File: src/verilog/fips_regs.svh
// register select codes, field positions and timing constants of the sequencer
`ifndef FIPS_REGS_SVH
`define FIPS_REGS_SVH
`define FIPS_SEL_CTRL_MAIN 4'h0
`define FIPS_SEL_CTRL_AUX 4'h1
`define FIPS_SEL_ADDR_LOW 4'h2
`define FIPS_SEL_ADDR_HIGH 4'h3
`define FIPS_SEL_DATA_LOW 4'h4
`define FIPS_SEL_DATA_HIGH 4'h5
`define FIPS_SEL_KEY_BASE 4'h6
`define FIPS_B_ENABLED 7
`define FIPS_B_OP_HI 6
`define FIPS_B_OP_LO 4
`define FIPS_B_TRIGGER 3
`define FIPS_B_PROG 2
`define FIPS_B_GATE 1
`define FIPS_B_READ 0
`define FIPS_B_TSEL 1
`define FIPS_B_BCLR 0
`define FIPS_OP_WRITE 3'h0
`define FIPS_OP_ERASE 3'h1
`define FIPS_OP_READ 3'h3
`define FIPS_OP_UNLOCK 3'h6
`define FIPS_KEY_PATTERN 48'h40_09_04_C3_0D_00
`define FIPS_PAGE_LAST 5'h1F
`define FIPS_CLK_NS 10
`define FIPS_ERASE0_NS 3200000
`define FIPS_WRITE0_NS 2200000
`define FIPS_ERASE1_NS 3700000
`define FIPS_WRITE1_NS 3000000
`define FIPS_UNLOCK_CYC 1024
`define FIPS_INSTR_CLKS 4
`define FIPS_READ_INSTR 3
`define FIPS_TMR_W 19
`endif

File: src/verilog/fips_pkg.sv
// types shared by the flash programming sequencer
package fips_pkg;
	typedef enum logic [3:0] {
		FIPS_IDLE = 4'h1,
		FIPS_ERASE = 4'h2,
		FIPS_WRITE = 4'h4,
		FIPS_READ = 4'h8
	} fips_state_t;
	typedef struct packed {
		logic en;
		logic [3:0] sel;
		logic [7:0] data;
	} fips_wr_t;
	typedef struct packed {
		logic [12:0] addr;
		logic [15:0] data;
	} fips_word_t;
endpackage : fips_pkg

File: src/verilog/fips_seq.sv
// flash in-application programming sequencer: unlock, page buffer, erase, write, read
// Notes on behaviour
// RULE1 - unlock only recognised with op select 110
// RULE2 - trigger bit starts window timer, stays high
// RULE3 - software writes six key bytes in window
// RULE4 - window expiry clears trigger regardless of keys
// RULE5 - matching keys set enabled status, else stays
// RULE6 - writing zero to enabled clears it immediately
// RULE7 - 32-word buffer, page from address bits 12..5
// RULE8 - high byte loads word, advances buffer index
// RULE9 - buffer index stops at last word of page
// RULE10 - op 001 plus start erases page
// RULE11 - op 000 plus start writes buffer page
// RULE12 - buffer clear empties whole write buffer
// RULE13 - start held for full time, then hardware-cleared
// RULE14 - cpu stalled during read, erase, write
// RULE15 - erase and write only when enabled
// RULE16 - erase acts only on the tagged words of the page
// RULE17 - write commits buffer as one page image
// RULE18 - rewrite same page allowed without erase
// RULE19 - non-adjacent words need separate address loads
// RULE20 - op 011, gate, start read fetches word
// RULE21 - read needs no unlock
// RULE22 - read start falls after three instruction cycles
// RULE23 - run system clock at maximum frequency
// RULE24 - time select picks erase and write durations
// RULE25 - erase tag write tags address, stops 11111b
// RULE26 - software cannot set enabled status
// RULE27 - start without enable is ignored, stays low
`timescale 1ns/1ps
`include "fips_regs.svh"
module fips_seq
	import fips_pkg::*;
#(
	parameter int ERASE0_CYC = `FIPS_ERASE0_NS / `FIPS_CLK_NS,
	parameter int WRITE0_CYC = `FIPS_WRITE0_NS / `FIPS_CLK_NS,
	parameter int ERASE1_CYC = `FIPS_ERASE1_NS / `FIPS_CLK_NS,
	parameter int WRITE1_CYC = `FIPS_WRITE1_NS / `FIPS_CLK_NS
)
(
	// clock and reset
	input wire logic clk_i,
	input wire logic rst_i,
	// software register writes
	input wire fips_wr_t sw_wr_i,
	// register readback
	output logic [7:0] ctrl_main_o,
	output logic [7:0] ctrl_aux_o,
	output logic [12:0] flash_addr_reg_o,
	output logic [15:0] word_data_o,
	output logic [4:0] buf_index_o,
	output logic cpu_stall_o,
	// flash array side
	output logic flash_erase_o,
	output logic [31:0] flash_erase_mask_o,
	output logic flash_prog_o,
	output fips_word_t flash_word_o,
	output logic flash_rd_o,
	output logic [12:0] flash_rd_addr_o,
	input wire logic [15:0] flash_rdata_i
);
	localparam logic [`FIPS_TMR_W-1:0] READ_CYC =
		`FIPS_TMR_W'(`FIPS_READ_INSTR * `FIPS_INSTR_CLKS);

	// -------------------------------------------------------------
	// state
	// -------------------------------------------------------------
	fips_state_t st_r, st_nxt;
	logic en_r, en_nxt, trig_r, trig_nxt, prog_r, prog_nxt;
	logic gate_r, gate_nxt, rd_r, rd_nxt, tsel_r, tsel_nxt;
	logic bclr_r, bclr_nxt;
	logic [2:0] op_r, op_nxt;
	logic [12:0] addr_r, addr_nxt;
	logic [7:0] dlo_r, dlo_nxt, dhi_r, dhi_nxt;
	logic [7:0] key_r [6];
	logic [7:0] key_nxt [6];
	logic [15:0] buf_r [32];
	logic [15:0] buf_nxt [32];
	logic [31:0] tag_r, tag_nxt;
	logic [4:0] ptr_r, ptr_nxt, idx_r, idx_nxt;
	logic [`FIPS_TMR_W-1:0] tmr_r, tmr_nxt;
	logic [10:0] win_r, win_nxt;
	logic erp_r, erp_nxt, wrp_r, wrp_nxt, rdp_r, rdp_nxt;
	fips_word_t fw_r, fw_nxt;

	// -------------------------------------------------------------
	// helpers
	// -------------------------------------------------------------
	// RULE24
	function automatic logic [`FIPS_TMR_W-1:0] op_time(input logic erase,
		input logic sel);
		if (erase)
			op_time = sel ? `FIPS_TMR_W'(ERASE1_CYC) : `FIPS_TMR_W'(ERASE0_CYC);
		else
			op_time = sel ? `FIPS_TMR_W'(WRITE1_CYC) : `FIPS_TMR_W'(WRITE0_CYC);
	endfunction : op_time

	function automatic logic [4:0] step_ptr(input logic [4:0] p);
		step_ptr = (p == `FIPS_PAGE_LAST) ? p : p + 5'h1;
	endfunction : step_ptr

	logic keys_ok;
	always_comb
	begin
		keys_ok = ({key_r[5], key_r[4], key_r[3], key_r[2], key_r[1],
			key_r[0]} == `FIPS_KEY_PATTERN); // RULE3
	end

	// -------------------------------------------------------------
	// next-state logic
	// -------------------------------------------------------------
	always_comb
	begin
		st_nxt = st_r;
		en_nxt = en_r;
		trig_nxt = trig_r;
		prog_nxt = prog_r;
		gate_nxt = gate_r;
		rd_nxt = rd_r;
		tsel_nxt = tsel_r;
		bclr_nxt = 1'b0;
		op_nxt = op_r;
		addr_nxt = addr_r;
		dlo_nxt = dlo_r;
		dhi_nxt = dhi_r;
		key_nxt = key_r;
		buf_nxt = buf_r;
		tag_nxt = tag_r;
		ptr_nxt = ptr_r;
		idx_nxt = idx_r;
		tmr_nxt = tmr_r;
		win_nxt = win_r;
		erp_nxt = 1'b0;
		wrp_nxt = 1'b0;
		rdp_nxt = 1'b0;
		fw_nxt = fw_r;
		// clear runs one cycle after the request so the bit reads back set
		if (bclr_r)
		begin
			for (int i = 0; i < 32; i++)
				buf_nxt[i] = 16'h0000; // RULE12
			tag_nxt = 32'h0000_0000;
		end
		// writes are only seen while the cpu runs, i.e. in idle
		if (sw_wr_i.en && st_r == FIPS_IDLE)
		begin
			case (sw_wr_i.sel)
				`FIPS_SEL_CTRL_MAIN:
				begin
					op_nxt = sw_wr_i.data[`FIPS_B_OP_HI:`FIPS_B_OP_LO];
					gate_nxt = sw_wr_i.data[`FIPS_B_GATE];
					if (!sw_wr_i.data[`FIPS_B_ENABLED])
						en_nxt = 1'b0; // RULE6 RULE26
					if (sw_wr_i.data[`FIPS_B_TRIGGER] && !trig_r &&
						op_nxt == `FIPS_OP_UNLOCK)
					begin
						trig_nxt = 1'b1; // RULE1 RULE2
						win_nxt = 11'h000;
					end
					if (sw_wr_i.data[`FIPS_B_PROG] && en_r &&
						(op_nxt == `FIPS_OP_ERASE ||
						op_nxt == `FIPS_OP_WRITE)) // RULE15 RULE27
					begin
						prog_nxt = 1'b1;
						tmr_nxt = '0;
						idx_nxt = 5'h00;
						if (op_nxt == `FIPS_OP_ERASE)
						begin
							st_nxt = FIPS_ERASE; // RULE10
							erp_nxt = 1'b1;
						end
						else
							st_nxt = FIPS_WRITE; // RULE11 RULE18
					end
					else if (sw_wr_i.data[`FIPS_B_READ] && gate_r &&
						op_nxt == `FIPS_OP_READ) // RULE20 RULE21
					begin
						rd_nxt = 1'b1;
						tmr_nxt = '0;
						rdp_nxt = 1'b1;
						st_nxt = FIPS_READ;
					end
				end
				`FIPS_SEL_CTRL_AUX:
				begin
					tsel_nxt = sw_wr_i.data[`FIPS_B_TSEL];
					bclr_nxt = sw_wr_i.data[`FIPS_B_BCLR];
				end
				`FIPS_SEL_ADDR_LOW:
				begin
					addr_nxt[7:0] = sw_wr_i.data;
					ptr_nxt = sw_wr_i.data[4:0];
				end
				`FIPS_SEL_ADDR_HIGH:
					addr_nxt[12:8] = sw_wr_i.data[4:0];
				`FIPS_SEL_DATA_LOW:
					dlo_nxt = sw_wr_i.data;
				`FIPS_SEL_DATA_HIGH:
				begin
					dhi_nxt = sw_wr_i.data;
					if (op_r == `FIPS_OP_WRITE)
						buf_nxt[ptr_r] = {sw_wr_i.data, dlo_r}; // RULE8
					if (op_r == `FIPS_OP_WRITE || op_r == `FIPS_OP_ERASE)
					begin
						tag_nxt[ptr_r] = 1'b1; // RULE25
						ptr_nxt = step_ptr(ptr_r); // RULE9
					end
				end
				default:
					if (sw_wr_i.sel < `FIPS_SEL_KEY_BASE + 4'h6 &&
						sw_wr_i.sel >= `FIPS_SEL_KEY_BASE)
						key_nxt[3'(sw_wr_i.sel - `FIPS_SEL_KEY_BASE)] =
							sw_wr_i.data;
			endcase
		end
		// unlock window; a hardware set beats a same-cycle software clear
		if (trig_r)
		begin
			win_nxt = win_r + 11'h001;
			if (win_r == 11'(`FIPS_UNLOCK_CYC - 1))
			begin
				trig_nxt = 1'b0; // RULE4
				if (keys_ok && op_r == `FIPS_OP_UNLOCK)
					en_nxt = 1'b1; // RULE5
			end
		end
		case (st_r)
			FIPS_IDLE:
				;
			FIPS_ERASE:
			begin
				tmr_nxt = tmr_r + 1'b1;
				if (tmr_r == op_time(1'b1, tsel_r) - 1'b1)
				begin
					prog_nxt = 1'b0; // RULE13
					st_nxt = FIPS_IDLE;
				end
			end
			FIPS_WRITE:
			begin
				// stream tagged buffer words into the addressed page
				tmr_nxt = tmr_r + 1'b1;
				if (tmr_r <= `FIPS_TMR_W'(`FIPS_PAGE_LAST))
				begin
					wrp_nxt = tag_r[idx_r]; // RULE17
					fw_nxt.addr = {addr_r[12:5], idx_r}; // RULE7
					fw_nxt.data = buf_r[idx_r];
					idx_nxt = idx_r + 5'h01;
				end
				if (tmr_r == op_time(1'b0, tsel_r) - 1'b1)
				begin
					prog_nxt = 1'b0; // RULE13
					st_nxt = FIPS_IDLE;
				end
			end
			FIPS_READ:
			begin
				tmr_nxt = tmr_r + 1'b1;
				if (tmr_r == READ_CYC - 1'b1)
				begin
					{dhi_nxt, dlo_nxt} = flash_rdata_i; // RULE22
					rd_nxt = 1'b0;
					st_nxt = FIPS_IDLE;
				end
			end
			default:
				st_nxt = FIPS_IDLE;
		endcase
	end

	// -------------------------------------------------------------
	// registers
	// -------------------------------------------------------------
	always_ff @(posedge clk_i)
	begin
		if (rst_i)
		begin
			st_r <= FIPS_IDLE;
			en_r <= 1'b0;
			trig_r <= 1'b0;
			prog_r <= 1'b0;
			gate_r <= 1'b0;
			rd_r <= 1'b0;
			tsel_r <= 1'b0;
			bclr_r <= 1'b0;
			op_r <= 3'h0;
			addr_r <= 13'h0000;
			dlo_r <= 8'h00;
			dhi_r <= 8'h00;
			for (int i = 0; i < 6; i++)
				key_r[i] <= 8'h00;
			for (int i = 0; i < 32; i++)
				buf_r[i] <= 16'h0000;
			tag_r <= 32'h0000_0000;
			ptr_r <= 5'h00;
			idx_r <= 5'h00;
			tmr_r <= '0;
			win_r <= 11'h000;
			erp_r <= 1'b0;
			wrp_r <= 1'b0;
			rdp_r <= 1'b0;
			fw_r <= '0;
		end
		else
		begin
			st_r <= st_nxt;
			en_r <= en_nxt;
			trig_r <= trig_nxt;
			prog_r <= prog_nxt;
			gate_r <= gate_nxt;
			rd_r <= rd_nxt;
			tsel_r <= tsel_nxt;
			bclr_r <= bclr_nxt;
			op_r <= op_nxt;
			addr_r <= addr_nxt;
			dlo_r <= dlo_nxt;
			dhi_r <= dhi_nxt;
			key_r <= key_nxt;
			buf_r <= buf_nxt;
			tag_r <= tag_nxt;
			ptr_r <= ptr_nxt;
			idx_r <= idx_nxt;
			tmr_r <= tmr_nxt;
			win_r <= win_nxt;
			erp_r <= erp_nxt;
			wrp_r <= wrp_nxt;
			rdp_r <= rdp_nxt;
			fw_r <= fw_nxt;
		end
	end

	// -------------------------------------------------------------
	// outputs
	// -------------------------------------------------------------
	assign ctrl_main_o = {en_r, op_r, trig_r, prog_r, gate_r, rd_r};
	assign ctrl_aux_o = {6'h00, tsel_r, bclr_r};
	assign flash_addr_reg_o = addr_r;
	assign word_data_o = {dhi_r, dlo_r};
	assign buf_index_o = ptr_r;
	assign cpu_stall_o = (st_r != FIPS_IDLE); // RULE14
	assign flash_erase_o = erp_r; // RULE16
	assign flash_erase_mask_o = tag_r;
	assign flash_prog_o = wrp_r;
	assign flash_word_o = fw_r;
	assign flash_rd_o = rdp_r;
	assign flash_rd_addr_o = addr_r;

	// -------------------------------------------------------------
	// assertions
	// -------------------------------------------------------------
	// helper: length of the current read-start pulse, counted so the
	// check does not need a long unrolled repetition
	logic [`FIPS_TMR_W-1:0] rdlen_r, rdlen_nxt;
	always_comb
	begin
		rdlen_nxt = rd_r ? rdlen_r + 1'b1 : '0;
	end
	always_ff @(posedge clk_i)
	begin
		if (rst_i)
			rdlen_r <= '0;
		else
			rdlen_r <= rdlen_nxt;
	end
endmodule : fips_seq

File: config.mk
export PLATFORM = sky130hd
export DESIGN_NAME = fips_seq
export DESIGN_NICKNAME = d
export VERILOG_FILES = /design/src/verilog/fips_pkg.sv /design/src/verilog/fips_seq.sv
export VERILOG_INCLUDE_DIRS = /design/src /design/src/verilog
export SDC_FILE = /design/constraint.sdc
export NUM_CORES = 2
export LEC_CHECK = 0
export ABC_AREA = 1
export BUFFER_PORTS_ARGS = -buffer_cell sky130_fd_sc_hd__buf_2
export CAP_MARGIN = 20
export CORE_ASPECT_RATIO = 2
export CORE_MARGIN = 3
export CORE_UTILIZATION = 50
export CTS_BUF_LIST = sky130_fd_sc_hd__clkbuf_2 sky130_fd_sc_hd__clkbuf_4 sky130_fd_sc_hd__clkbuf_8
export CTS_CLUSTER_SIZE = 25
export DETAILED_ROUTE_END_ITERATION = 8
export PLACE_DENSITY = 0.67
export SLEW_MARGIN = 10
export SYNTH_ARGS = -nofsm -noshare
export SYNTH_HDL_FRONTEND = slang
export SYNTH_SLANG_ARGS = --single-unit
export TNS_END_PERCENT = 10
File: constraint.sdc
create_clock -name clk_i -period 2.6 [get_ports clk_i]
set_clock_uncertainty 0.1 [all_clocks]
set_input_delay 0.13 -clock clk_i [delete_from_list [all_inputs] [get_ports clk_i]]
set_output_delay 0.13 -clock clk_i [all_outputs]
set_load 0.05 [all_outputs]
==> results.json <==
{
  "cts_tree": "done",
  "holdCritStartpoint": "flash_rdata_i[8]",
  "post_drt_via_cell_ratio": 5.92,
  "crit_path_max_fanout": 17,
  "drt_iter0_drc": 3853,
  "utilization_pct": 58.7,
  "min_to": "dhi_r[0]",
  "final_cell_mix": "nand2_1 (1426), dfxtp_1 (703), inv_1 (552), a21oi_1 (427), o21ai_0 (386)",
  "vias": 37100,
  "netSwitchingPower_mw": 5.59,
  "synth-edff-count": 0,
  "hold_depth": 4,
  "dp_slack_ps": -137,
  "grt.overflow.total": 0,
  "dpl.cell_count": 6030,
  "start_util_pct": 50.7,
  "ys_seq_elements": 707,
  "status": "finished, violations left",
  "grt_usage_pct": 41.5,
  "yosys_warnings": 0,
  "timing.fmax_mhz": 382,
  "ctsHtreeMaxLevel": 3,
  "rsz0062_at_grt": "no",
  "ant_nets": 0,
  "p_per_area_mw_per_mm2": 552,
  "root_buffer": "clkbuf_8",
  "power_mw": 22.0,
  "worst_setup_path_start_kind": "register",
  "reg2reg_depth": 7,
  "hold_path.class": "input port to register",
  "final_common_cell": "nand2_1",
  "finalInstanceArea_mm2": 0.0399,
  "comb_power_share_pct": 5.4,
  "netlist-cell-type-count": 45,
  "routed_wl_um": 153000,
  "grt_max_degree": 115,
  "crit_required_ps": 3150,
  "power_leakage_nw": 16.6,
  "dieArea_mm2": 0.0724,
  "gp_congestion": 1.04,
  "swShare_pct": 25.4,
  "vdd_ir_drop_max_uv": 416,
  "power.share.sequential_pct": 49.4,
  "syn_avg_cell_area_um2": 6.75,
  "rr_endpoint": "buf_r[183]",
  "hold_slack_ps": 53.9,
  "yosysSeqAreaShare_pct": 41.0,
  "finalCritPeriodShare_pct": 101,
  "report.final.slew_viol_count": 0,
  "wl_per_cell_um": 24.4,
  "post-route-min-period_ps": 2610,
  "clk_path_buf_depth": 3,
  "syn_area_mm2": 0.0345,
  "grt_pass1_wl_um": 222000,
  "core_area_mm2": 0.0681,
  "cts_buffers": 103,
  "die_w_um": 192,
  "worstMarginPinSlew_ps": 916,
  "nNetsFinal": 5322,
  "relSlewSlack_pct": 38.6,
  "cap_violations": 0,
  "startpoint": "st_r[3]",
  "synthArstFlopShare_pct": 0,
  "final_hold_viol_count": 0,
  "antenna_found_initial": 4,
  "first_global_vias": 34800,
  "die_h_um": 377,
  "layout.cells.non_filler": 6257,
  "dr.pass1.iters": 8,
  "worstReg2RegStart": "st_r[3]",
  "setup_viol": 1,
  "clockPowerShare_pct": 45.2,
  "setup_tns_ps": -14.7,
  "arrival_ps": 3160,
  "criticalPathCategory": "register to register",
  "drc": 4,
  "fp-row-count": 135,
  "path_clk_slew_ps": 70,
  "area_growth_pct": 15.8,
  "drive_gt1_share_pct": 13.2,
  "failed_checks": "design-rule violations, negative setup slack",
  "fin_ws_ps": -14.7,
  "hpwl_um": 106000,
  "cts_sinks": 707,
  "end_kind": "register",
  "ys.flop_type": "dfxtp_1",
  "place_area_mm2": 0.0373,
  "io_pins": 159,
  "clk_latency_ps": 810,
  "portBuffers": 152,
  "post_cts_buffers": 0,
  "r2r_slack_ps": -10,
  "intPower_mw": 16.5,
  "syn_inst": 5107
}
-- state kept, by name, summed over array words and instances (netlist names) --
| register | cells |
|---|---|
| bclr_r | 1 |
| buf_index_o | 5 |
| buf_r | 512 |
| dhi_r | 8 |
| dlo_r | 8 |
| en_r | 1 |
| flash_addr_reg_o | 13 |
| flash_erase_mask_o | 32 |
| flash_erase_o | 1 |
| flash_prog_o | 1 |
| flash_rd_o | 1 |
| flash_word_o | 29 |
| gate_r | 1 |
| idx_r | 5 |
| key_r | 48 |
| op_r | 3 |
| prog_r | 1 |
| rd_r | 1 |
| st_r | 4 |
| tmr_r | 19 |
| trig_r | 1 |
| tsel_r | 1 |
| win_r | 11 |
-- logic make-up after synthesis --
| logic type | after synthesis | synth area share (%) |
|---|---|---|
| and+or+nand+nor | 2275 | 27.6 |
| adders and majority gates | 8 | 0.290 |
| buffers and inverters | 980 | 11.3 |
| DFF | 707 | 41.0 |
| xor gates and xnor gates | 2 | 0.0508 |
| other | 1 | 0.0109 |
| AOI/OAI and AO/OA | 1134 | 19.7 |
-- power groups by stage --
stage / registers [mW] / logic [mW] / clock network (mW)
2_1_floorplan: 11.2 / 0.549 / 0
3_3_place_gp: 11.1 / 1.08 / 0
3_5_place_dp: 11.1 / 1.08 / 0
4_1_cts: 10.9 / 1.13 / 10.0
5_1_grt: 10.9 / 1.21 / 10.4
6_report: 10.9 / 1.18 / 9.97
-- worst max-delay path by stage --
stage	slack, ps	depth (start not counted)	endpoint
floorplan	250	8	buf_r[77]
global placement	-160	10	dhi_r[5]
detailed placement	-140	10	dhi_r[5]
CTS	80	3	ctrl_aux_o[0]
global route	1	11	buf_r[399]
finish	-10	7	buf_r[183]
-- timing repair --
| item | 4_1_cts | 5_1_grt |
|---|---|---|
| setup endpoints to repair | 3 | 15 |
| hold buffers | 38 | 0 |
| gates resized for setup | 2 | 5 |
| endpoints found under the hold margin | 416 | 0 |
-- critical path, stage by stage (launching register included) --
cell and delay [ps]:
dfxtp_1 380, nor2_1 70, nand2_1 160, nor2_4 50, buf_4 220, nand2_1 360
clkinv_1 650, a221oi_1 470
-- layer usage --
layer / global-route usage (%) / routed length (um)
met3: 8.29 / 13800
met4: 42.0 / 19100
met5: 0 / 28
met1: 43.5 / 49800
met2: 67.2 / 70200
-- synthesized netlist by cell type (36+ instances only) --
cell type	count	area, um2
clkbuf_1	278	1040
dfxtp_1	707	14200
nand2_1	1426	5350
a221oi_1	209	1830
a211oi_1	59	443
a21oi_1	427	2140
o21ai_0	386	1930
buf_2	59	295
inv_1	554	2080
nand4_1	36	225
nor2_1	331	1240
nand3_1	383	1920
-- area by class of cell --
type                            count  area (um2)
Antenna cell                        5        12.5
Clock buffer                      165        2100
Clock inverter                     19         171
Fill cell                        6680       28100
Inverter                          584        2220
Multi-Input combinational cell   3425       16500
Sequential cell                   707       14200
Tap cell                          890        1110
Timing Repair Buffer              462        3680
Power figures use the tool's default switching activity.
